`config.mk`:
```
export PLATFORM = sky130hd
export DESIGN_NAME = stfd_decoder
export DESIGN_NICKNAME = d
export VERILOG_FILES = /design/src/verilog/stfd_pkg.sv /design/src/verilog/stfd_decoder.sv
export VERILOG_INCLUDE_DIRS = /design/src /design/src/verilog
export SDC_FILE = /design/constraint.sdc
export NUM_CORES = 1
export LEC_CHECK = 0
export BUFFER_PORTS_ARGS = -buffer_cell sky130_fd_sc_hd__buf_2
export CAP_MARGIN = 20
export CORE_MARGIN = 5
export CORE_UTILIZATION = 40
export CTS_BUF_LIST = sky130_fd_sc_hd__clkbuf_4 sky130_fd_sc_hd__clkbuf_8
export DETAILED_ROUTE_END_ITERATION = 6
export GPL_ROUTABILITY_DRIVEN = 0
export PLACE_DENSITY = 0.59
export REMOVE_ABC_BUFFERS = 1
export SKIP_CTS_REPAIR_TIMING = 1
export SLEW_MARGIN = 5
export SYNTH_ARGS = -nofsm -noshare
export SYNTH_HDL_FRONTEND = slang
export SYNTH_SLANG_ARGS = --single-unit
```
`constraint.sdc`:
```
create_clock -name clk_sys -period 8.3 [get_ports clk_sys]
set_input_delay 0.415 -clock clk_sys [delete_from_list [all_inputs] [get_ports clk_sys]]
set_output_delay 0.415 -clock clk_sys [all_outputs]
set_load 0.02 [all_outputs]
```
`src/verilog/stfd_defines.svh`:
```
// Constants for the servo tribit format decoder
`ifndef STFD_DEFINES_SVH
`define STFD_DEFINES_SVH
`define STFD_SYS_HZ       50000000
`define STFD_DEC_HZ       1612000
`define STFD_DEC_PER_BYTE 4
`define STFD_BCLK_PER_DEC 6
`define STFD_NOM_PERIOD   ((`STFD_SYS_HZ * `STFD_DEC_PER_BYTE) / `STFD_DEC_HZ)
`define STFD_MIN_PERIOD   8'd100
`define STFD_MAX_PERIOD   8'd150
`define STFD_LOST_PERIOD  8'hFF
`define STFD_PAT_INDEX    5'h1B
`define STFD_PAT_OUTER    5'h17
`define STFD_PAT_DATA     5'h15
`define STFD_PAT_INNER    5'h1D
`define STFD_ALT_ALIGN    1'b0
`define STFD_ZONE_TRACKS  10'd823
`define STFD_OUTER_TRACKS 10'd22
`define STFD_INNER_TRACKS 10'd80
`define STFD_ADDR_CTRL    4'h0
`define STFD_ADDR_STATUS  4'h4
`define STFD_ADDR_PERIOD  4'h8
`define STFD_ADDR_LAYOUT  4'hC
`define STFD_RESP_OKAY    2'h0
`define STFD_RESP_SLVERR  2'h2
`endif

```
`src/verilog/stfd_pkg.sv`:
```
// Types for the servo tribit format decoder
package stfd_pkg;
  typedef enum logic [1:0] {
    IVL_PRESET   = 2'b00,
    IVL_EARLY    = 2'b01,
    IVL_LATE     = 2'b10,
    IVL_TRANSFER = 2'b11
  } stfd_ivl_t;
endpackage

```
`src/verilog/stfd_decoder.sv`:
```
// Servo tribit format decoder with AXI4-Lite status and control
//
// Local design decisions: the register offsets and register access over AXI4-Lite.
`include "stfd_defines.svh"
module stfd_decoder (
  input  wire logic        clk_sys,
  input  wire logic        srst,
  input  wire logic        syncDetect,
  output logic             presetGate,
  output logic             peakAGate,
  output logic             peakBGate,
  output logic             transferGate,
  output logic             decClk,
  output logic             servoByteClk,
  output logic             formatPulse,
  output logic             indexPulse,
  output logic             outerGuardPulse,
  output logic             innerGuardPulse,
  output logic             demodOk,
  output logic             slopeSel,
  input  wire logic [3:0]  s_axi_awaddr,
  input  wire logic        s_axi_awvalid,
  output logic             s_axi_awready,
  input  wire logic [31:0] s_axi_wdata,
  input  wire logic [3:0]  s_axi_wstrb,
  input  wire logic        s_axi_wvalid,
  output logic             s_axi_wready,
  output logic [1:0]       s_axi_bresp,
  output logic             s_axi_bvalid,
  input  wire logic        s_axi_bready,
  input  wire logic [3:0]  s_axi_araddr,
  input  wire logic        s_axi_arvalid,
  output logic             s_axi_arready,
  output logic [31:0]      s_axi_rdata,
  output logic [1:0]       s_axi_rresp,
  output logic             s_axi_rvalid,
  input  wire logic        s_axi_rready
);
  import stfd_pkg::*;

  ////////////////////////////////////////////////////////////////////////
  logic [7:0] phase_reg;
  logic [7:0] period_reg;
  logic [7:0] acc4_reg;
  logic [7:0] acc24_reg;
  logic       dataBit_reg;
  logic [4:0] fmtShift_reg;
  logic       compare_reg;
  logic       alt_reg;
  logic       slope_reg;
  logic       ok_reg;
  logic       syncAccept;
  logic       syncWindow;
  logic       lost;
  logic [8:0] acc4_next;
  logic [8:0] acc24_next;
  logic [7:0] quarter;
  stfd_ivl_t  ivl;
  logic       aEarly;

  // Outside the window a detect pulse is a servo data bit
  assign syncWindow = !ok_reg ||
                      (phase_reg >= period_reg - (period_reg >> 3));
  assign syncAccept = syncDetect && syncWindow;
  assign lost       = (phase_reg == `STFD_LOST_PERIOD);

  ////////////////////////////////////////////////////////////////////////
  // Digital lock: phase restarts on each accepted sync bit
  always_ff @(posedge clk_sys) begin
    if (srst || syncAccept || lost) begin
      phase_reg <= 8'h00;
    end else begin
      phase_reg <= phase_reg + 8'h01;
    end
  end

  always_ff @(posedge clk_sys) begin
    if (srst) begin
      period_reg <= 8'(`STFD_NOM_PERIOD);
      ok_reg     <= 1'b0;
    end else if (lost) begin
      ok_reg <= 1'b0;
    end else if (syncAccept) begin
      // Out of range periods are not loaded and clear ok_reg so one stray pulse cannot pull
      if (phase_reg + 8'h01 >= `STFD_MIN_PERIOD &&
          phase_reg + 8'h01 <= `STFD_MAX_PERIOD) begin
        period_reg <= phase_reg + 8'h01;
        ok_reg     <= 1'b1;
      end else begin
        ok_reg <= 1'b0;
      end
    end
  end
  assign demodOk = ok_reg;

  ////////////////////////////////////////////////////////////////////////
  // Fractional dividers from one phase keep the six to one ratio exact
  assign acc4_next  = {1'b0, acc4_reg} + 9'(`STFD_DEC_PER_BYTE);
  assign acc24_next = {1'b0, acc24_reg} +
                      9'(`STFD_DEC_PER_BYTE * `STFD_BCLK_PER_DEC);

  always_ff @(posedge clk_sys) begin
    if (srst || syncAccept) begin
      acc4_reg <= 8'h00;
      decClk   <= syncAccept && !srst;
    end else if (acc4_next >= {1'b0, period_reg}) begin
      acc4_reg <= 8'(acc4_next - {1'b0, period_reg});
      decClk   <= 1'b1;
    end else begin
      acc4_reg <= acc4_next[7:0];
      decClk   <= 1'b0;
    end
  end

  always_ff @(posedge clk_sys) begin
    if (srst || syncAccept) begin
      acc24_reg    <= 8'h00;
      servoByteClk <= syncAccept && !srst;
    end else if (acc24_next >= {1'b0, period_reg}) begin
      acc24_reg    <= 8'(acc24_next - {1'b0, period_reg});
      servoByteClk <= 1'b1;
    end else begin
      acc24_reg    <= acc24_next[7:0];
      servoByteClk <= 1'b0;
    end
  end

  ////////////////////////////////////////////////////////////////////////
  // Sampling gates
  assign quarter = period_reg >> 2;
  always_comb begin
    if (phase_reg < quarter) begin
      ivl = IVL_PRESET;
    end else if (phase_reg < (quarter << 1)) begin
      ivl = IVL_EARLY;
    end else if (phase_reg < quarter + (quarter << 1)) begin
      ivl = IVL_LATE;
    end else begin
      ivl = IVL_TRANSFER;
    end
  end

  assign aEarly = alt_reg ^ slope_reg;

  always_ff @(posedge clk_sys) begin
    if (srst) begin
      presetGate   <= 1'b0;
      peakAGate    <= 1'b0;
      peakBGate    <= 1'b0;
      transferGate <= 1'b0;
    end else begin
      presetGate   <= 1'b0;
      peakAGate    <= 1'b0;
      peakBGate    <= 1'b0;
      transferGate <= 1'b0;
      case (ivl)
        IVL_PRESET: begin
          presetGate <= 1'b1;
        end
        IVL_EARLY: begin
          peakAGate <= aEarly;
          peakBGate <= !aEarly;
        end
        IVL_LATE: begin
          peakAGate <= !aEarly;
          peakBGate <= aEarly;
        end
        IVL_TRANSFER: begin
          transferGate <= 1'b1;
        end
        default: begin
          presetGate <= 1'b0;
        end
      endcase
    end
  end

  // Alignment overrides the per byte toggle
  always_ff @(posedge clk_sys) begin
    if (srst) begin
      alt_reg <= `STFD_ALT_ALIGN;
    end else if (formatPulse) begin
      alt_reg <= `STFD_ALT_ALIGN;
    end else if (syncAccept) begin
      alt_reg <= !alt_reg;
    end
  end

  ////////////////////////////////////////////////////////////////////////
  // Format indicator capture
  always_ff @(posedge clk_sys) begin
    if (srst || syncAccept) begin
      dataBit_reg <= 1'b0;
    end else if (syncDetect) begin
      dataBit_reg <= 1'b1;
    end
  end

  always_ff @(posedge clk_sys) begin
    if (srst) begin
      fmtShift_reg <= 5'h00;
      compare_reg  <= 1'b0;
    end else begin
      compare_reg <= syncAccept;
      if (syncAccept) begin
        fmtShift_reg <= {fmtShift_reg[3:0], dataBit_reg};
      end
    end
  end

  // Segments of 79 normal bytes are all zero, so they never match
  always_ff @(posedge clk_sys) begin
    if (srst) begin
      formatPulse     <= 1'b0;
      indexPulse      <= 1'b0;
      outerGuardPulse <= 1'b0;
      innerGuardPulse <= 1'b0;
    end else begin
      formatPulse     <= compare_reg &&
                         (fmtShift_reg == `STFD_PAT_INDEX ||
                          fmtShift_reg == `STFD_PAT_OUTER ||
                          fmtShift_reg == `STFD_PAT_INNER ||
                          fmtShift_reg == `STFD_PAT_DATA);
      indexPulse      <= compare_reg &&
                         fmtShift_reg == `STFD_PAT_INDEX;
      outerGuardPulse <= compare_reg &&
                         fmtShift_reg == `STFD_PAT_OUTER;
      innerGuardPulse <= compare_reg &&
                         fmtShift_reg == `STFD_PAT_INNER;
    end
  end

  ////////////////////////////////////////////////////////////////////////
  // AXI4-Lite slave
  logic       awHeld_reg;
  logic       wHeld_reg;
  logic [3:0] awAddr_reg;
  logic [31:0] wData_reg;
  logic [3:0] wStrb_reg;
  logic       doWrite;

  assign s_axi_awready = !awHeld_reg && !s_axi_bvalid;
  assign s_axi_wready  = !wHeld_reg && !s_axi_bvalid;
  assign s_axi_arready = !s_axi_rvalid;
  assign doWrite = awHeld_reg && wHeld_reg;
  assign slopeSel = slope_reg;

  always_ff @(posedge clk_sys) begin
    if (srst || doWrite) begin
      awHeld_reg <= 1'b0;
      wHeld_reg  <= 1'b0;
    end else begin
      if (s_axi_awvalid && s_axi_awready) begin
        awHeld_reg <= 1'b1;
      end
      if (s_axi_wvalid && s_axi_wready) begin
        wHeld_reg <= 1'b1;
      end
    end
  end

  always_ff @(posedge clk_sys) begin
    if (s_axi_awvalid && s_axi_awready) begin
      awAddr_reg <= s_axi_awaddr;
    end
    if (s_axi_wvalid && s_axi_wready) begin
      wData_reg <= s_axi_wdata;
      wStrb_reg <= s_axi_wstrb;
    end
  end

  always_ff @(posedge clk_sys) begin
    if (srst) begin
      slope_reg    <= 1'b0;
      s_axi_bvalid <= 1'b0;
      s_axi_bresp  <= `STFD_RESP_OKAY;
    end else if (doWrite) begin
      s_axi_bvalid <= 1'b1;
      if (awAddr_reg == `STFD_ADDR_CTRL) begin
        s_axi_bresp <= `STFD_RESP_OKAY;
        if (wStrb_reg[0]) begin
          slope_reg <= wData_reg[0];
        end
      end else begin
        s_axi_bresp <= (awAddr_reg == `STFD_ADDR_STATUS ||
                        awAddr_reg == `STFD_ADDR_PERIOD ||
                        awAddr_reg == `STFD_ADDR_LAYOUT) ?
                       `STFD_RESP_OKAY : `STFD_RESP_SLVERR;
      end
    end else if (s_axi_bready) begin
      s_axi_bvalid <= 1'b0;
    end
  end

  always_ff @(posedge clk_sys) begin
    if (srst) begin
      s_axi_rvalid <= 1'b0;
      s_axi_rdata  <= 32'h0;
      s_axi_rresp  <= `STFD_RESP_OKAY;
    end else if (s_axi_arvalid && s_axi_arready) begin
      s_axi_rvalid <= 1'b1;
      s_axi_rresp  <= `STFD_RESP_OKAY;
      case (s_axi_araddr)
        `STFD_ADDR_CTRL:   s_axi_rdata <= {31'h0, slope_reg};
        `STFD_ADDR_STATUS: s_axi_rdata <= {26'h0, fmtShift_reg, ok_reg};
        `STFD_ADDR_PERIOD: s_axi_rdata <= {24'h0, period_reg};
        `STFD_ADDR_LAYOUT: begin
          s_axi_rdata <= {2'h0, `STFD_INNER_TRACKS,
                          `STFD_OUTER_TRACKS, `STFD_ZONE_TRACKS};
        end
        default: begin
          s_axi_rdata <= 32'h0;
          s_axi_rresp <= `STFD_RESP_SLVERR;
        end
      endcase
    end else if (s_axi_rready) begin
      s_axi_rvalid <= 1'b0;
    end
  end

  ////////////////////////////////////////////////////////////////////////
  // Checks
  property p_index;
    @(posedge clk_sys) disable iff (srst)
      compare_reg && fmtShift_reg == `STFD_PAT_INDEX
        |=> indexPulse && formatPulse;
  endproperty
  a_index: assert property (p_index) else $error("index missed");

  property p_data;
    @(posedge clk_sys) disable iff (srst)
      compare_reg && fmtShift_reg == `STFD_PAT_DATA
        |=> formatPulse && !indexPulse && !outerGuardPulse
            && !innerGuardPulse;
  endproperty
  a_data: assert property (p_data) else $error("data zone bad");

  property p_guard;
    @(posedge clk_sys) disable iff (srst)
      outerGuardPulse || innerGuardPulse
        |-> $past(fmtShift_reg) == `STFD_PAT_OUTER ||
            $past(fmtShift_reg) == `STFD_PAT_INNER;
  endproperty
  a_guard: assert property (p_guard) else $error("guard bad");

  property p_once;
    @(posedge clk_sys) disable iff (srst)
      formatPulse |-> $past(syncAccept, 2);
  endproperty
  a_once: assert property (p_once) else $error("compare off byte");

  property p_gates;
    @(posedge clk_sys) disable iff (srst)
      $onehot0({presetGate, transferGate, peakAGate})
      && (peakAGate != peakBGate || !(peakAGate || peakBGate));
  endproperty
  a_gates: assert property (p_gates) else $error("gate overlap");

  property p_preset;
    @(posedge clk_sys) disable iff (srst)
      syncAccept |=> ##1 presetGate;
  endproperty
  a_preset: assert property (p_preset) else $error("no preset");

  property p_align;
    @(posedge clk_sys) disable iff (srst)
      formatPulse |=> alt_reg == `STFD_ALT_ALIGN;
  endproperty
  a_align: assert property (p_align) else $error("no align");

  property p_suppress;
    @(posedge clk_sys) disable iff (srst)
      syncDetect && !syncWindow |=> dataBit_reg && phase_reg != 8'h00;
  endproperty
  a_suppress: assert property (p_suppress) else $error("data bit");

  property p_lost;
    @(posedge clk_sys) disable iff (srst)
      lost |=> !demodOk;
  endproperty
  a_lost: assert property (p_lost) else $error("ok kept");
endmodule // stfd_decoder

```
==> metrics.yaml, run 1 <==
ys_types: 61
timing.critical_path.arrival_ns: 4.39
worstPathRequired_ns: 8.55
drive_gt1_frac: 0.138
root_buffer: "clkbuf_8"
fin_worst_skew_ns: 0.0107
synthMostInstantiatedCell: "dfxtp_1"
drtIter0Drc: 155
final_nets: 704
ir_drop_mv: 0.0873
die_x_um: 120
path_cells: "inv_1 -> ha_1 -> nor2b_1 -> o21ai_0 -> a21oi_1 -> o21ai_0 -> nor2b_1 -> xnor2_1 -> ha_1 -> o21ai_0 -> a21oi_1 -> a211o_1 -> a41o_1 -> o2bb2ai_1"
max_clock_freq_mhz: 241
ios: 105
clock_path_buffers: 2
cp-start-kind: "flip-flop"
yosysSeqAreaShare: 0.313
status: "finished, final reports clean"
antenna_found_initial: 0
wirelength_mm: 11.2
ys_ff_latch: 73
cp_common_cell: "o21ai_0"
power_density_nw_per_um2: 138
start_util: 0.406
end_kind: "flip-flop"
grt_max_degree: 39
antenna_left: 0
viasPerCell: 5.28
slowest_stage: "a211o_1"
min_path_type: "input port to flip-flop"
io_buffers: 51
drv_slew: 0
cts.sinks: 73
rsz0062_at_grt: "no"
final_area_um2: 5330
cts.clk_slew.worst_paths_ns: 0.08
cts_inserted_buffers: 9
wl_per_cell_um: 15.0
period_needed_ns: 4.14
synth_top_area_frac: 0.276
yosysWarnings: 0
placed_cell_area_um2: 5130
critical_path_class: "flip-flop to flip-flop"
largest_reg_flops: 9
cts_tree: "done"
ys_top_cells_by_area: "dfxtp_1 28%, ha_1 15%, nor2_1 4.6%, mux2i_1 4.3%, buf_4 4.2%"
area_growth_pct: 9.74
period_share: 0.499
tns_ns: 0
drc: 0
relSlewSlack: 0.452
core_um2: 12000
rows: 40
path_delay_family: "compound AO/OA/AOI/OAI gates"
registers.top_by_ff_count: "s_axi_rdata"
syn_inst: 545
synth-async-reset-ratio: 0
post-place-cells: 726
fillers: 1137
holdWs_ns: 0.224
finalPower_uw: 734
syn-cell-area_um2: 4860
syn_area_per_cell_um2: 8.91
synth_edf_count: 6
synth_ff_type: "dfxtp_1"
final_cells: 742
yosysTopAreaCell: "dfxtp_1"
drv_cap: 0
worst-path-buf-inv: 1
synthTopCellsByCount: "67 x dfxtp_1, 59 x nor2_1, 58 x ha_1"
grt_pass1_vias: 3861
dieArea_um2: 14400
crit_fanout: 20
die_h_um: 120
overflow: 0
slowest_delay_ns: 0.73
grt.total_usage: 0.160
worst_pin_slew_ns: 0.822
insertion_delay_ns: 0.36
finalSetupViolCount: 0
n_antenna_cell: 0
grt_pass1_wl_mm: 18.7
h-tree-depth: 3
p_leak_uw: 0.00253
vias: 3920
dp_hpwl_mm: 8.21
dr.pass1.iters: 5
hold_viol_final: 0
==> power by group <==
part / switching (uW) / internal [uW] / leakage [uW]
registers: 7.38 / 364 / 0.000602
logic: 46.6 / 23.4 / 0.00183
clock network: 151 / 141 / 0.0000966
total: 205 / 529 / 0.00253
==> layout make-up <==
type                            instances  area [um^2]  share of cell area
Clock buffer                            9          124              0.0232
Clock inverter                          7         76.3              0.0143
Inverter                               32          120              0.0225
Multi-Input combinational cell        423         3050               0.572
Sequential cell                        73         1520               0.286
Tap cell                              147          184              0.0345
Timing Repair Buffer                   51          255              0.0479
==> worst register-to-register path: cells and delay by family, from the launching register on <==
family	cells	cell delay [ns]
AOI/OAI and AO/OA	8	2.19
xor gates and xnor gates	1	0.09
adders and majority gates	2	0.64
buffers and inverters	1	0.27
DFF	1	0.51
and+or+nand+nor	2	0.32
==> cell usage in the layout, fill, tap and decap left out, types with 17 or more instances in the layout <==
cell type   n
ha_1       58
a21oi_1    39
mux2i_1    21
inv_1      32
dfxtp_1    67
buf_2      51
nand2_1    30
o21ai_0    23
conb_1     19
nor2_1     59
xnor2_1    17
==> through the flow <==
| step | util | setup WS (ns) |
|---|---|---|
| after global routing | 0.446 | 3.80 |
| final | 0.446 | 4.16 |
| after global placement | 0.429 | 4.28 |
| after CTS | 0.446 | 4.19 |
| after detailed placement | 0.429 | 4.21 |
| after floorplan | - | 5.01 |
==> metal layers <==
metal  track usage  up-vias  share of wire
li1              -     1971              -
met1         0.215     1833           0.47
met2         0.256      101           0.45
met3        0.0313       15          0.058
met4        0.0601        0          0.017
met5             0        -              0
==> final timing paths <==
kind                    from             to  slack, ns  cells after the start
max            period_reg[4]        demodOk       4.16                     14
max reg2reg    period_reg[4]        demodOk       4.16                     14
min reg2reg      formatPulse        alt_reg       0.44                      1
min          s_axi_awaddr[0]  awAddr_reg[0]       0.22                      1
==> cells by family after synthesis <==
group                      after synthesis  synth area share
AOI/OAI and AO/OA                      123             0.171
xor gates and xnor gates                30            0.0541
adders and majority gates               62             0.166
buffers and inverters                   67            0.0729
DFF                                     73             0.313
muxes                                   23            0.0495
other                                    1          0.000772
and+or+nand+nor                        166             0.172
No activity file was read; power rests on OpenSTA's default activity.
==> inputs of run 2 (changes only) <==
--- a/config.mk
+++ b/config.mk
@@ -13,7 +13,7 @@
 export CTS_BUF_LIST = sky130_fd_sc_hd__clkbuf_4 sky130_fd_sc_hd__clkbuf_8
 export DETAILED_ROUTE_END_ITERATION = 6
 export GPL_ROUTABILITY_DRIVEN = 0
-export PLACE_DENSITY = 0.59
+export PLACE_DENSITY = 0.61
 export REMOVE_ABC_BUFFERS = 1
 export SKIP_CTS_REPAIR_TIMING = 1
 export SLEW_MARGIN = 5
==> constraint.sdc (replaced) <==
create_clock -name clk_sys -period 3.76 [get_ports clk_sys]
set_input_delay 0.188 -clock clk_sys [delete_from_list [all_inputs] [get_ports clk_sys]]
set_output_delay 0.188 -clock clk_sys [all_outputs]
set_load 0.02 [all_outputs]
==> run 2 against run 1 <==
Net effect:
- the run now ends with hold timing left
- clock skew rose by 0.0054 ns
- largest power group unchanged
- sequential share of layout area down 0.89 points
- clock power grew 140%
- critical path depth shrank 1
- clock-buffer cell count grew 2
- critical path type unchanged
==> metrics.yaml, run 2 (synthesis results as in run 1) <==
reg2reg_slack_ns: 0.29  # -3.87 ns
hold_viol_final: 1  # +1
critical_path_class: "flip-flop to flip-flop"
cp-start-kind: "flip-flop"
final_area_um2: 5500  # +3.2%
ios: 105  # unchanged
cts.clk_slew.worst_paths_ns: 0.08  # about the same
mostFrequentLayoutCell: "dfxtp_1"
relSlewSlack: 0.499  # +0.0466
timing.critical_path.arrival_ns: 3.75  # -0.64 ns
violations: "hold timing"
antenna_found_initial: 0  # unchanged
crit_path_start: "period_reg[1]"
clock_path_buffers: 2  # unchanged
p_int_uw: 1250  # +140%
insertion_delay_ns: 0.37  # about the same
ir_drop_mv: 0.262  # +200%
p_seq_frac: 0.489  # -0.018
p_comb_frac: 0.096  # about the same
dr.pass1.iters: 4  # -1
grt_pass1_wl_mm: 18.7  # about the same
grt_max_degree: 39  # unchanged
period_needed_ns: 3.47  # -0.673 ns
wl_per_cell_um: 14.8  # -1.5%
final_cells: 760  # +2.4%
rsz0062_at_grt: "no"
p_leak_uw: 0.00262  # +3.8%
placed_cell_area_um2: 5220  # +1.8%
r2r-start: "period_reg[1]"
crit_fanout: 7  # -65%
vias: 3997  # +2.0%
core_um2: 12000  # unchanged
drc: 0  # unchanged
switching_share: 0.255  # -0.0241
die_h_um: 120  # unchanged
max_clock_freq_mhz: 288  # +19%
p_clk_frac: 0.415  # +0.017
worstPathRequired_ns: 4.04  # -4.51 ns
final_core_util: 0.460  # +0.0143
area_growth_pct: 13.3
wirelength_mm: 11.3  # +0.92%
rows: 40  # unchanged
min_path_type: "input port to flip-flop"
period_share: 0.923  # +0.424
holdWs_ns: -0.00251  # -0.226 ns
drv_slew: 0  # unchanged
drive_gt1_frac: 0.155  # +0.0172
cts_tree: "done"
drv_cap: 0  # unchanged
dieArea_um2: 14400  # unchanged
cts_inserted_buffers: 9  # unchanged
power_density_nw_per_um2: 305  # +120%
antenna_left: 0  # unchanged
finalPower_uw: 1680  # +130%
grt_pass1_vias: 3879  # +0.47%
root_buffer: "clkbuf_8"
critPathCapture: "demodOk"
overflow: 0  # unchanged
r2r.worst_path.cells: 13  # -1
die_x_um: 120  # unchanged
largest_reg_flops: 9  # unchanged
h-tree-depth: 3  # unchanged
finalSetupViolCount: 0  # unchanged
fin_worst_skew_ns: 0.0161  # +0.00544 ns
start_util: 0.406  # unchanged
final_cell_mix: "67 x dfxtp_1, 59 x nor2_1, 58 x ha_1, 51 x buf_2, 39 x a21oi_1"
post-place-cells: 738  # +1.7%
worst_pin_slew_ns: 0.752  # -0.0699 ns
timing.rr.end: "demodOk"
end_kind: "flip-flop"
tns_ns: 0  # unchanged
registers.top_by_ff_count: "s_axi_rdata"
grt.total_usage: 0.160  # -0.000681
viasPerCell: 5.26  # -0.45%
drtIter0Drc: 184  # +19%
n_antenna_cell: 0  # unchanged
cts.sinks: 73  # unchanged
dp_hpwl_mm: 8.31  # +1.2%
power_switching_uw: 428  # +110%
status: "finished with violations"
io_buffers: 51  # unchanged
final_nets: 722  # +2.6%
## run 2: changes by cell type in the layout (fill, tap and decap cells not counted)
| cell | before | now |
|---|---|---|
| buf_4 | 0 | 12 |
| dlygate4sd3_1 | 0 | 6 |
| inv_6 | 3 | 0 |
| clkbuf_4 | 0 | 2 |
| a211o_1 | 3 | 2 |
| a211o_2 | 0 | 1 |
| bufinv_16 | 1 | 2 |
| clkinv_4 | 0 | 1 |
| clkinvlp_4 | 2 | 1 |
## run 2: metrics by stage
stage / setup WS, ns / hold WS [ns]
2_1_floorplan: 0.469 / 0.257
3_3_place_gp: 0.346 / 0.365
3_5_place_dp: 0.317 / 0.367
4_1_cts: 0.266 / -0.0252
5_1_grt: 0.0427 / 0.00283
6_report: 0.291 / -0.00251
## run 2: cell type report
type / count / area (um^2)
fill: 1125 / 6460
multi-input combinational: 423 / 3050
sequential: 73 / 1520
timing repair buffer: 69 / 405
tap: 147 / 184
clock buffer: 11 / 139
inverter: 32 / 120
clock inverter: 5 / 81.3
## run 2: metal layers
layer  wire length (um)  GRT usage
met1               5420      0.216
met2               4960      0.249
met3                634     0.0299
met4                257     0.0687
met5                  0          0
## run 2: critical path, cell delays in order (launching register included)
cell and delay (ns):
dfxtp_1 0.46, ha_1 0.27, nor2b_1 0.12, o21ai_0 0.22, a21oi_1 0.13, o21ai_0 0.23, nor2b_1 0.19, xnor2_1 0.14
ha_1 0.26, a211oi_1 0.23, o21ai_1 0.16, a211o_2 0.44, a41o_1 0.35, o2bb2ai_1 0.19
## run 2: power by group through the flow
stage | Clock (uW) | Combinational [uW] | Sequential (uW)
after floorplan | 0 | 96.6 | 844
after global placement | 0 | 154 | 838
after detailed placement | 0 | 156 | 839
after CTS | 709 | 156 | 821
after global routing | 744 | 179 | 824
final | 697 | 161 | 821
## run 2: worst min-delay path by stage
stage	slack [ns]	end	startpoint	depth (start not counted)
final	-0.003	s_axi_rvalid	s_axi_rready	2
after global routing	0.003	s_axi_rvalid	s_axi_rready	2
after CTS	-0.03	awAddr_reg[0]	s_axi_awaddr[0]	1
after detailed placement	0.37	awAddr_reg[0]	s_axi_awaddr[0]	1
after global placement	0.37	awAddr_reg[3]	s_axi_awaddr[3]	1
after floorplan	0.26	decClk	srst	1
